## src/verilog/gpm_pkg.sv

```systemverilog
// Package with register map, field positions, reset values, timing constants and carrier types.
package gpm_pkg;

  // ****************************************
  // Register offsets
  // ****************************************
  localparam logic [7:0] ADDR_GLOBAL_EVENT = 8'h02;
  localparam logic [7:0] ADDR_GESTURE_EVENT = 8'h03;
  localparam logic [7:0] ADDR_TOUCH_STATE = 8'h05;
  localparam logic [7:0] ADDR_POWER_MODE = 8'h80;
  localparam logic [7:0] ADDR_REPORT_RATES = 8'h83;
  localparam logic [7:0] ADDR_ULP_RATE_TIMER = 8'h84;
  localparam logic [7:0] ADDR_GENERAL_THRESH = 8'h86;
  localparam logic [7:0] ADDR_GESTURE_TIMEOUTS = 8'h87;

  // ****************************************
  // Field positions
  // ****************************************
  localparam int GLOBAL_GESTURE_BIT = 11;
  localparam int TOUCH_TRACKPAD_BIT = 1;
  localparam int TOUCH_MAGNETIC_BIT = 7;
  localparam int GST_X_INCREASE_BIT = 0;
  localparam int GST_X_DECREASE_BIT = 1;
  localparam int GST_Y_INCREASE_BIT = 2;
  localparam int GST_Y_DECREASE_BIT = 3;
  localparam int GST_TAP_BIT = 4;
  localparam int GST_HOLD_BIT = 5;
  localparam int GST_WIDTH = 6;
  localparam int GENERAL_SWIPE_SELECT_BIT = 3;
  localparam int PWR_AUTO_SWITCH_BIT = 0;
  localparam int PWR_MINIMAL_ENABLE_BIT = 1;
  localparam int PWR_SEGMENT_LSB = 2;
  localparam int PWR_MANUAL_MODE_LSB = 4;

  // ****************************************
  // Reset values
  // ****************************************
  localparam logic [15:0] RST_POWER_MODE = 16'h0001;
  localparam logic [15:0] RST_REPORT_RATES = 16'h5010;
  localparam logic [15:0] RST_ULP_RATE_TIMER = 16'h0a40;
  localparam logic [15:0] RST_GENERAL_THRESH = 16'h2000;
  localparam logic [15:0] RST_GESTURE_TIMEOUTS = 16'h6432;

  // ****************************************
  // Timing
  // ****************************************
  localparam int CLK_PERIOD_NS = 8;
  localparam int MS_TIME_NS = 1000000;
  localparam int MS_CYCLES = (MS_TIME_NS + CLK_PERIOD_NS - 1) / CLK_PERIOD_NS;
  localparam int STEP_TIME_MS = 512;
  localparam int STEP_SHIFT = $clog2(STEP_TIME_MS);
  localparam int MS_DIV_WIDTH = 17;

  // ****************************************
  // Types
  // ****************************************
  typedef enum logic [1:0] {
    full_rate_mode = 2'b00,
    reduced_rate_mode = 2'b01,
    minimal_rate_mode = 2'b10
  } gpm_mode_t;

  typedef struct packed {
    logic signed [15:0] magnetic_output;
    logic signed [15:0] magnetic_threshold;
    logic [8:0] trackpad_over;
    logic [8:0] trackpad_active;
    logic other_event;
    logic [7:0] x_coord;
    logic [7:0] y_coord;
  } gpm_sense_t;

  typedef struct packed {
    logic start;
    logic channel0;
    logic others;
  } gpm_conv_t;

  typedef struct packed {
    logic touching;
    logic [7:0] start_x;
    logic [7:0] start_y;
    logic [8:0] elapsed_ms;
    logic swipe_done;
    logic hold_done;
    logic [GST_WIDTH-1:0] gest_set;
  } gpm_gst_st_t;

  typedef struct packed {
    gpm_mode_t mode;
    logic [MS_DIV_WIDTH-1:0] ms_div;
    logic [16:0] idle_ms;
    logic [7:0] rate_ms;
    logic [1:0] seg_cnt;
    logic [15:0] global_event_flags;
    logic [15:0] gesture_event_flags;
    logic [15:0] channel_touch_state;
    logic [15:0] power_mode_settings;
    logic [15:0] normal_low_report_rates;
    logic [15:0] ultra_low_rate_and_timer;
    logic [15:0] general_settings_gesture_threshold;
    logic [15:0] gesture_timeouts;
    logic [15:0] rdata;
    gpm_conv_t conv;
  } gpm_top_st_t;

endpackage

```

## src/verilog/gpm_top.sv

```systemverilog
// Power-mode sequencer, conversion scheduler, touch state and gesture flag registers.
`timescale 1ns/1ns
module gpm_top #(
  parameter int unsigned MS_CYCLES = gpm_pkg::MS_CYCLES
) (
  // Clock, reset and enable
  input wire logic sys_clk,
  input wire logic rst,
  input wire logic clk_en,
  // Register access from the serial interface
  input wire logic reg_wr,
  input wire logic reg_rd,
  input wire logic reg_rd_first,
  input wire logic [7:0] reg_addr,
  input wire logic [15:0] reg_wdata,
  output logic [15:0] reg_rdata,
  // Sensor results
  input wire gpm_pkg::gpm_sense_t sense,
  // Conversion scheduling and mode
  output gpm_pkg::gpm_conv_t conv,
  output gpm_pkg::gpm_mode_t power_mode
);

  if (MS_CYCLES < 1 || MS_CYCLES > (1 << gpm_pkg::MS_DIV_WIDTH)) begin : g_bad_ms
    $error("MS_CYCLES out of range for the millisecond divider");
  end

  gpm_pkg::gpm_top_st_t s_r;
  gpm_pkg::gpm_top_st_t s_nxt;

  logic ms_tick;
  logic magnetic_hit;
  logic trackpad_hit;
  logic event_now;
  logic [16:0] step_limit;
  logic [7:0] interval;
  logic [1:0] seg_last;
  logic [gpm_pkg::GST_WIDTH-1:0] gest_set;
  logic [1:0] manual_mode;

  // ****************************************
  // Gesture recogniser
  // ****************************************
  // Coordinate span is produced upstream; the recogniser treats both axes as 0-255.
  gpm_gesture u_gesture (
    .sys_clk(sys_clk),
    .rst(rst),
    .clk_en(clk_en),
    .ms_tick(ms_tick),
    .touch(s_r.channel_touch_state[gpm_pkg::TOUCH_TRACKPAD_BIT]),
    .x_coord(sense.x_coord),
    .y_coord(sense.y_coord),
    .threshold(s_r.general_settings_gesture_threshold[15:8]),
    .tap_timeout(s_r.gesture_timeouts[7:0]),
    .swipe_timeout(s_r.gesture_timeouts[15:8]),
    .swipe_select(s_r.general_settings_gesture_threshold[gpm_pkg::GENERAL_SWIPE_SELECT_BIT]),
    .gest_set(gest_set)
  );

  // ****************************************
  // Combinational terms
  // ****************************************
  always_comb begin
    ms_tick = (s_r.ms_div == gpm_pkg::MS_DIV_WIDTH'(MS_CYCLES - 1));
    magnetic_hit = (sense.magnetic_output > sense.magnetic_threshold);
    trackpad_hit = |(sense.trackpad_over & sense.trackpad_active);
    event_now = sense.other_event | magnetic_hit | trackpad_hit;
    step_limit = {s_r.ultra_low_rate_and_timer[15:8], gpm_pkg::STEP_SHIFT'(0)};
    seg_last = s_r.power_mode_settings[gpm_pkg::PWR_SEGMENT_LSB +: 2];
    manual_mode = s_r.power_mode_settings[gpm_pkg::PWR_MANUAL_MODE_LSB +: 2];
    case (s_r.mode)
      gpm_pkg::reduced_rate_mode: interval = s_r.normal_low_report_rates[15:8];
      gpm_pkg::minimal_rate_mode: interval = s_r.ultra_low_rate_and_timer[7:0];
      default: interval = s_r.normal_low_report_rates[7:0];
    endcase
  end

  // ****************************************
  // Next state
  // ****************************************
  always_comb begin
    s_nxt = s_r;
    s_nxt.conv = '0;
    s_nxt.ms_div = ms_tick ? '0 : s_r.ms_div + 1'b1;

    s_nxt.channel_touch_state = '0;
    s_nxt.channel_touch_state[gpm_pkg::TOUCH_MAGNETIC_BIT] = magnetic_hit;
    s_nxt.channel_touch_state[gpm_pkg::TOUCH_TRACKPAD_BIT] = trackpad_hit;

    // Power mode sequencing.
    if (!s_r.power_mode_settings[gpm_pkg::PWR_AUTO_SWITCH_BIT]) begin
      s_nxt.idle_ms = '0;
      case (manual_mode)
        2'b01: s_nxt.mode = gpm_pkg::reduced_rate_mode;
        2'b10: s_nxt.mode = gpm_pkg::minimal_rate_mode;
        default: s_nxt.mode = gpm_pkg::full_rate_mode;
      endcase
    end else begin
      case (s_r.mode)
        gpm_pkg::full_rate_mode: begin
          if (event_now) begin
            s_nxt.idle_ms = '0;
          end else if (ms_tick) begin
            if (s_r.idle_ms >= step_limit) begin
              s_nxt.mode = gpm_pkg::reduced_rate_mode;
              s_nxt.idle_ms = '0;
            end else begin
              s_nxt.idle_ms = s_r.idle_ms + 17'h00001;
            end
          end
        end
        gpm_pkg::reduced_rate_mode: begin
          if (event_now) begin
            s_nxt.mode = gpm_pkg::full_rate_mode;
            s_nxt.idle_ms = '0;
          end else if (ms_tick) begin
            if (s_r.idle_ms >= step_limit) begin
              if (s_r.power_mode_settings[gpm_pkg::PWR_MINIMAL_ENABLE_BIT]) begin
                s_nxt.mode = gpm_pkg::minimal_rate_mode;
                s_nxt.idle_ms = '0;
              end
            end else begin
              s_nxt.idle_ms = s_r.idle_ms + 17'h00001;
            end
          end
        end
        gpm_pkg::minimal_rate_mode: begin
          if (event_now) begin
            s_nxt.mode = gpm_pkg::full_rate_mode;
            s_nxt.idle_ms = '0;
          end
        end
        default: begin
          s_nxt.mode = gpm_pkg::full_rate_mode;
          s_nxt.idle_ms = '0;
        end
      endcase
    end

    // Report cycle scheduling; an interval of zero is served as one millisecond.
    if (s_nxt.mode != s_r.mode) begin
      s_nxt.rate_ms = '0;
      s_nxt.seg_cnt = '0;
    end else if (ms_tick) begin
      if (s_r.rate_ms + 8'h01 >= interval) begin
        s_nxt.rate_ms = '0;
        s_nxt.conv.start = 1'b1;
        s_nxt.conv.channel0 = 1'b1;
        if (s_r.mode == gpm_pkg::minimal_rate_mode) begin
          s_nxt.conv.others = (s_r.seg_cnt == 2'b00);
          s_nxt.seg_cnt = (s_r.seg_cnt >= seg_last) ? 2'b00 : s_r.seg_cnt + 2'b01;
        end else begin
          s_nxt.conv.others = 1'b1;
          s_nxt.seg_cnt = '0;
        end
      end else begin
        s_nxt.rate_ms = s_r.rate_ms + 8'h01;
      end
    end

    // Register writes.
    if (reg_wr) begin
      if (reg_addr == gpm_pkg::ADDR_POWER_MODE) begin
        s_nxt.power_mode_settings = reg_wdata;
      end else if (reg_addr == gpm_pkg::ADDR_REPORT_RATES) begin
        s_nxt.normal_low_report_rates = reg_wdata;
      end else if (reg_addr == gpm_pkg::ADDR_ULP_RATE_TIMER) begin
        s_nxt.ultra_low_rate_and_timer = reg_wdata;
      end else if (reg_addr == gpm_pkg::ADDR_GENERAL_THRESH) begin
        s_nxt.general_settings_gesture_threshold = reg_wdata;
      end else if (reg_addr == gpm_pkg::ADDR_GESTURE_TIMEOUTS) begin
        s_nxt.gesture_timeouts = reg_wdata;
      end
    end

    // Register reads; unmapped addresses return zero.
    if (reg_rd) begin
      if (reg_addr == gpm_pkg::ADDR_GLOBAL_EVENT) begin
        s_nxt.rdata = s_r.global_event_flags;
      end else if (reg_addr == gpm_pkg::ADDR_GESTURE_EVENT) begin
        s_nxt.rdata = s_r.gesture_event_flags;
      end else if (reg_addr == gpm_pkg::ADDR_TOUCH_STATE) begin
        s_nxt.rdata = s_r.channel_touch_state;
      end else if (reg_addr == gpm_pkg::ADDR_POWER_MODE) begin
        s_nxt.rdata = s_r.power_mode_settings;
      end else if (reg_addr == gpm_pkg::ADDR_REPORT_RATES) begin
        s_nxt.rdata = s_r.normal_low_report_rates;
      end else if (reg_addr == gpm_pkg::ADDR_ULP_RATE_TIMER) begin
        s_nxt.rdata = s_r.ultra_low_rate_and_timer;
      end else if (reg_addr == gpm_pkg::ADDR_GENERAL_THRESH) begin
        s_nxt.rdata = s_r.general_settings_gesture_threshold;
      end else if (reg_addr == gpm_pkg::ADDR_GESTURE_TIMEOUTS) begin
        s_nxt.rdata = s_r.gesture_timeouts;
      end else begin
        s_nxt.rdata = '0;
      end
      if (reg_rd_first && reg_addr == gpm_pkg::ADDR_GLOBAL_EVENT) begin
        s_nxt.global_event_flags[gpm_pkg::GLOBAL_GESTURE_BIT] = 1'b0;
        s_nxt.gesture_event_flags = '0;
      end
    end

    // A gesture in the same cycle as the clearing read is kept, so no event is lost.
    if (|gest_set) begin
      s_nxt.global_event_flags[gpm_pkg::GLOBAL_GESTURE_BIT] = 1'b1;
      s_nxt.gesture_event_flags[gpm_pkg::GST_WIDTH-1:0] =
        s_nxt.gesture_event_flags[gpm_pkg::GST_WIDTH-1:0] | gest_set;
    end
  end

  // ****************************************
  // State register
  // ****************************************
  always_ff @(posedge sys_clk) begin
    if (rst) begin
      s_r <= '0;
      s_r.mode <= gpm_pkg::full_rate_mode;
      s_r.power_mode_settings <= gpm_pkg::RST_POWER_MODE;
      s_r.normal_low_report_rates <= gpm_pkg::RST_REPORT_RATES;
      s_r.ultra_low_rate_and_timer <= gpm_pkg::RST_ULP_RATE_TIMER;
      s_r.general_settings_gesture_threshold <= gpm_pkg::RST_GENERAL_THRESH;
      s_r.gesture_timeouts <= gpm_pkg::RST_GESTURE_TIMEOUTS;
    end else if (clk_en) begin
      s_r <= s_nxt;
    end
  end

  // ****************************************
  // Outputs
  // ****************************************
  // Conversion strobes are masked by the enable so a frozen block never repeats a pulse.
  assign conv = clk_en ? s_r.conv : '0;
  assign power_mode = s_r.mode;
  assign reg_rdata = s_r.rdata;

endmodule

```

## src/verilog/gpm_gesture.sv

```systemverilog
// Trackpad gesture recogniser: tap, flick, swipe and hold from touch flag and coordinates.
`timescale 1ns/1ns
module gpm_gesture (
  // Clock and reset
  input wire logic sys_clk,
  input wire logic rst,
  input wire logic clk_en,
  // Timing and touch input
  input wire logic ms_tick,
  input wire logic touch,
  input wire logic [7:0] x_coord,
  input wire logic [7:0] y_coord,
  // Limits and swipe select
  input wire logic [7:0] threshold,
  input wire logic [7:0] tap_timeout,
  input wire logic [7:0] swipe_timeout,
  input wire logic swipe_select,
  // One-cycle gesture set pulses
  output logic [gpm_pkg::GST_WIDTH-1:0] gest_set
);

  gpm_pkg::gpm_gst_st_t s_r;
  gpm_pkg::gpm_gst_st_t s_nxt;

  logic signed [8:0] dx;
  logic signed [8:0] dy;
  logic [8:0] adx;
  logic [8:0] ady;
  logic moved;
  logic still;
  logic [gpm_pkg::GST_WIDTH-1:0] dir_bits;

  // ****************************************
  // Movement
  // ****************************************
  always_comb begin
    dx = $signed({1'b0, x_coord}) - $signed({1'b0, s_r.start_x});
    dy = $signed({1'b0, y_coord}) - $signed({1'b0, s_r.start_y});
    adx = dx[8] ? 9'(-dx) : 9'(dx);
    ady = dy[8] ? 9'(-dy) : 9'(dy);
    moved = (adx >= {1'b0, threshold}) || (ady >= {1'b0, threshold});
    // Half threshold compared as doubled movement so an odd threshold is not truncated.
    still = ({adx, 1'b0} <= {2'b00, threshold}) && ({ady, 1'b0} <= {2'b00, threshold});
    dir_bits = '0;
    if (adx >= ady) begin
      dir_bits[dx[8] ? gpm_pkg::GST_X_DECREASE_BIT : gpm_pkg::GST_X_INCREASE_BIT] = 1'b1;
    end else begin
      dir_bits[dy[8] ? gpm_pkg::GST_Y_DECREASE_BIT : gpm_pkg::GST_Y_INCREASE_BIT] = 1'b1;
    end
  end

  // ****************************************
  // Touch event tracking
  // ****************************************
  always_comb begin
    s_nxt = s_r;
    s_nxt.gest_set = '0;
    s_nxt.touching = touch;
    if (touch && !s_r.touching) begin
      s_nxt.start_x = x_coord;
      s_nxt.start_y = y_coord;
      s_nxt.elapsed_ms = '0;
      s_nxt.swipe_done = 1'b0;
      s_nxt.hold_done = 1'b0;
    end else if (touch) begin
      if (ms_tick && s_r.elapsed_ms != 9'h1ff) begin
        s_nxt.elapsed_ms = s_r.elapsed_ms + 9'h001;
      end
      if (swipe_select && !s_r.swipe_done && moved &&
          s_r.elapsed_ms < {1'b0, swipe_timeout}) begin
        s_nxt.gest_set = dir_bits;
        s_nxt.swipe_done = 1'b1;
      end
      if (!s_r.hold_done && s_r.elapsed_ms > {1'b0, tap_timeout} &&
          s_r.elapsed_ms > {1'b0, swipe_timeout}) begin
        s_nxt.gest_set[gpm_pkg::GST_HOLD_BIT] = 1'b1;
        s_nxt.hold_done = 1'b1;
      end
    end else if (s_r.touching) begin
      if (s_r.elapsed_ms < {1'b0, tap_timeout} && still) begin
        s_nxt.gest_set[gpm_pkg::GST_TAP_BIT] = 1'b1;
      end else if (!swipe_select && moved && s_r.elapsed_ms < {1'b0, swipe_timeout}) begin
        s_nxt.gest_set = dir_bits;
      end
    end
  end

  always_ff @(posedge sys_clk) begin
    if (rst) begin
      s_r <= '0;
    end else if (clk_en) begin
      s_r <= s_nxt;
    end
  end

  assign gest_set = clk_en ? s_r.gest_set : '0;

endmodule

```

## config.mk

```make
export PLATFORM = sky130hd
export DESIGN_NAME = gpm_top
export DESIGN_NICKNAME = d
export VERILOG_FILES = /design/src/verilog/gpm_pkg.sv /design/src/verilog/gpm_top.sv /design/src/verilog/gpm_gesture.sv
export SDC_FILE = /design/constraint.sdc
export NUM_CORES = 1
export LEC_CHECK = 0
export ABC_AREA = 1
export BUFFER_PORTS_ARGS = -buffer_cell sky130_fd_sc_hd__buf_2
export CAP_MARGIN = 20
export CORE_ASPECT_RATIO = 0.5
export CORE_MARGIN = 1
export CORE_UTILIZATION = 45
export CTS_BUF_LIST = sky130_fd_sc_hd__clkbuf_16
export DETAILED_ROUTE_END_ITERATION = 10
export HOLD_SLACK_MARGIN = 0.05
export PLACE_DENSITY = 0.66
export SLEW_MARGIN = 0
export SYNTH_ARGS = -nofsm -noshare
export SYNTH_HDL_FRONTEND = slang
export SYNTH_SLANG_ARGS = --single-unit
```

## constraint.sdc

```tcl
create_clock -name sys_clk -period 4.84 [get_ports sys_clk]
set_clock_uncertainty 0.2 [all_clocks]
set_input_delay 1.452 -clock sys_clk [delete_from_list [all_inputs] [get_ports sys_clk]]
set_output_delay 1.452 -clock sys_clk [all_outputs]
set_load 0.02 [all_outputs]
```

==> results by group <==
Worst setup path
  • R2R depth: 23
  • CP arrival: 4.72 ns
  • WS Path Type: in -> reg
  • Worst setup SP type: primary input
  • Crit path required time: 4.97 ns
  • R2r endpoint: u_gesture.s_r[7]$_SDFFE_PP0P_
  • R2R Setup Slk: 1.03 ns
  • CP Max Fanout: 5
  • FF-to-FF Start: u_gesture.s_r[17]$_SDFFE_PP0P_
  • Worst Setup End Kind: flip-flop

Floorplan
  • Initial Util: 46.25%
  • Die X: 230.7 µm
  • Die height: 116.3 µm
  • Number of top-level pins: 118
  • Area of the core: 0.02544 mm²
  • Row count: 41
  • DIE AREA: 0.02684 mm²

Clock tree
  • Hold-fix buffers, CTS: 0
  • CTS clk-pin slew, worst paths: 0.07 ns
  • Sink Count: 187
  • Worst skew pair latency: 0.45 ns
  • Clock Tree Root: clkbuf_16
  • CTS buffer count: 17
  • CTS tree: built
  • Max clock buf depth: 2
  • H-tree depth: 4

Synthesis
  • Yosys reg bits: 187
  • Largest family of logic cells by synthesized area: simple AND/OR/NAND/NOR gates
  • Simple logic cell fraction of the synthesized area: 21.13%
  • Synth Warn #: 0
  • Post-synthesis async set-or-reset flop share: 0%
  • Synthesized area: 0.01177 mm²
  • Number of flops mapped to enable cells by yosys: 0
  • Synth Flop Type: dfxtp_1
  • Syn Nets: 1869
  • Post-Syn Instances: 1652
  • Post-synthesis xor/xnor area fraction: 2.531%
  • Sequential fraction of the synthesis area: 31.81%
  • Mux cell area share after synthesis: 0%
  • Adder-cell share of the synthesized area: 12.89%
  • Post-synthesis compound-gate area fraction: 20.80%
  • Distinct cells, synth: 52
  • Synth Area per Inst: 7.123 µm²

Job
  • Max-Cap Viols: 0

STA
  • Min cycle time layout: 4.593 ns
  • Setup ws final: 0.2466 ns
  • Tightest Pin Transition: 0.8269 ns
  • Slew headroom: 44.71%
  • RSZ-0062 raised after global routing: true
  • Setup violators final: 0
  • Hold Fails Final Rpt: 0
  • Top achievable clock speed: 217.7 MHz
  • Final Slew Violations: 0
  • Final Cycle Share: 94.91%

Place
  • Input/output buffers: 117
  • Dpl cells: 2101
  • RD Place Congestion: 0.8950
  • Post-DP HPWL: 24610 µm
  • Setup WS pre-CTS: -0.3139 ns

Power
  • Leak Pwr: 5.998 nW
  • Pwr dens: 296.7 mW/mm²
  • Maximum VDD drop: 0.2134 mV

Routing
  • Drt total wl: 32040 µm
  • Drt wl/cell: 15.02 µm
  • DRT Pass-1 Iters: 5
  • DRC: 0
  • ANT nets after route: 0
  • Vias per cell: 5.251
  • Initial DRC Count: 739
  • Vias: 11200

Finish
  • Fill cells: 2511
  • Non-filler cells in the finished layout: 2133
  • # diodes: 0
  • Area delta synth->final: 15.56%
  • Share of layout cells above drive strength 1: 14.81%
  • Final net count: 1994

Global route
  • Vias in the first global route: 10162
  • GRT Util Overall: 24.28%
  • Initial antenna violation count: 0
  • First-pass GRT wire length: 51490 µm
  • Grt total ovfl: 0
  • Largest net degree at the start of global routing: 62

Worst hold path
  • Worst Hold Path Cells: 2
  • Min-Delay Path Class: reg -> reg
  • Hold wc startpoint: s_r[37]$_SDFFE_PP0P_
  • Worst Hold End: s_r[37]$_SDFFE_PP0P_

Outcome
  • Status: finished, final reports clean
==> layout by cell type, fill, tap and decap left out, drive strengths merged, types with 4 or more instances in the layout <==
| master | count |
|---|---|
| nor3b | 6 |
| o221ai | 17 |
| a211oi | 10 |
| or2 | 5 |
| dfxtp | 187 |
| clkbuf | 17 |
| o22ai | 8 |
| nor4 | 5 |
| buf | 176 |
| o21bai | 5 |
| a221oi | 10 |
| o21a | 6 |
| xor2 | 27 |
| nor3 | 46 |
| nor2 | 144 |
| nand2 | 261 |
| nand3b | 4 |
| xnor2 | 7 |
| o21ai | 135 |
| ha | 118 |
| o211ai | 23 |
| a21oi | 191 |
| clkinv | 9 |
| a31oi | 5 |
| nand4 | 31 |
| nand3 | 65 |
| inv | 247 |
==> report_power, final <==
group | internal [mW] | switching [mW] | total (mW)
clock network | 0.719 | 0.660 | 1.38
logic | 0.466 | 0.603 | 1.07
registers | 1.56 | 0.0215 | 1.59
==> cells by family after synthesis <==
group                      Yosys count
DFF                                187
adders and majority gates          120
buffers and inverters              314
AOI/OAI and AO/OA                  429
xor gates and xnor gates            34
and+or+nand+nor                    568
==> repair_timing <==
action | in CTS | in global routing
endpoints found under the setup margin | 0 | 6
buffers inserted | 0 | 1
gates resized for setup | 0 | 19
==> Yosys cell counts, types with 8 or more instances <==
cell / instances / area [µm²]
nand2_1: 254 / 953.4
inv_1: 236 / 885.9
a21oi_1: 191 / 955.9
dfxtp_1: 187 / 3744
nor2_1: 141 / 529.3
o21ai_0: 130 / 650.6
ha_1: 118 / 1476
nand3_1: 64 / 320.3
nor3_1: 40 / 200.2
clkbuf_1: 39 / 146.4
nand4_1: 31 / 193.9
xor2_1: 27 / 236.5
o211ai_1: 22 / 165.2
buf_4: 20 / 150.1
o221ai_1: 17 / 148.9
a211oi_1: 10 / 75.07
a221oi_1: 10 / 87.58
o22ai_1: 8 / 50.05
==> critical path, stage by stage <==
cell      delay [ns]
buf_6           0.10
inv_4           0.05
ha_4            0.12
inv_2           0.04
fa_2            0.34
nand3_2         0.07
nand2_2         0.06
a21oi_2         0.11
o21bai_1        0.09
nand2_1         0.07
nand2_1         0.06
a21oi_2         0.19
inv_2           0.06
or2_4           0.25
xor2_4          0.17
inv_2           0.07
ha_1            0.31
a21oi_1         0.15
o221ai_1        0.13
nand3_1         0.08
nand2_1         0.07
a221oi_2        0.22
nand3_1         0.20
a41oi_1         0.20
nor2_1          0.05
==> per-stage QoR <==
| step | total power, mW | setup TNS [ns] | hold WS (ns) | area [µm²] | util [%] |
|---|---|---|---|---|---|
| 2_1_floorplan | 2.300 | 0 | 0.2235 | 11830 | - |
| 3_3_place_gp | 2.628 | -1.207 | 0.2350 | 12940 | 50.85 |
| 3_5_place_dp | 2.639 | -1.650 | 0.2390 | 12940 | 50.85 |
| 4_1_cts | 4.008 | 0 | 0.2495 | 13500 | 53.05 |
| 5_1_grt | 4.272 | -0.2147 | 0.2643 | 13600 | 53.44 |
| 6_report | 4.034 | 0 | 0.2512 | 13600 | 53.44 |
==> registers in the layout, indices dropped and copies added, names as in the netlist <==
name / cells
s_r: 133
u_gesture.s_r: 34
reg_rdata: 16
manual_mode: 2
power_mode: 2
==> worst max path at each step <==
| stage | from | to | slack, ns | depth (start not counted) |
|---|---|---|---|---|
| finish | sense[0] | u_gesture.s_r[7]$_SDFFE_PP0P_ | 0.25 | 25 |
| detailed placement | sense[0] | u_gesture.s_r[7]$_SDFFE_PP0P_ | -0.31 | 25 |
| floorplan | sense[0] | u_gesture.s_r[7]$_SDFFE_PP0P_ | 0.02 | 25 |
| CTS | sense[0] | u_gesture.s_r[7]$_SDFFE_PP0P_ | 0.12 | 25 |
| global placement | sense[0] | u_gesture.s_r[7]$_SDFFE_PP0P_ | -0.23 | 25 |
| global route | sense[0] | u_gesture.s_r[0]$_SDFFE_PP0P_ | -0.07 | 29 |
==> metal layers <==
metal / up-vias / wire length (µm) / track usage (%)
met1: 5063 / 14820 / 31.36
li1: 5818 / - / -
met3: 43 / 1978 / 5.078
met5: - / 0 / 0
met4: 0 / 786 / 8.344
met2: 276 / 14460 / 40.64
==> cell type report <==
cell class / instances / area [µm²] / share of cell area (%)
sequential: 187 / 3744 / 27.53
multi-input combinational: 1151 / 6877 / 50.57
inverter: 244 / 918.4 / 6.754
tap: 344 / 430.4 / 3.165
timing repair buffer: 176 / 1067 / 7.849
clock buffer: 17 / 425.4 / 3.128
clock inverter: 14 / 136.4 / 1.003
No activity file was read; power rests on OpenSTA's default activity.
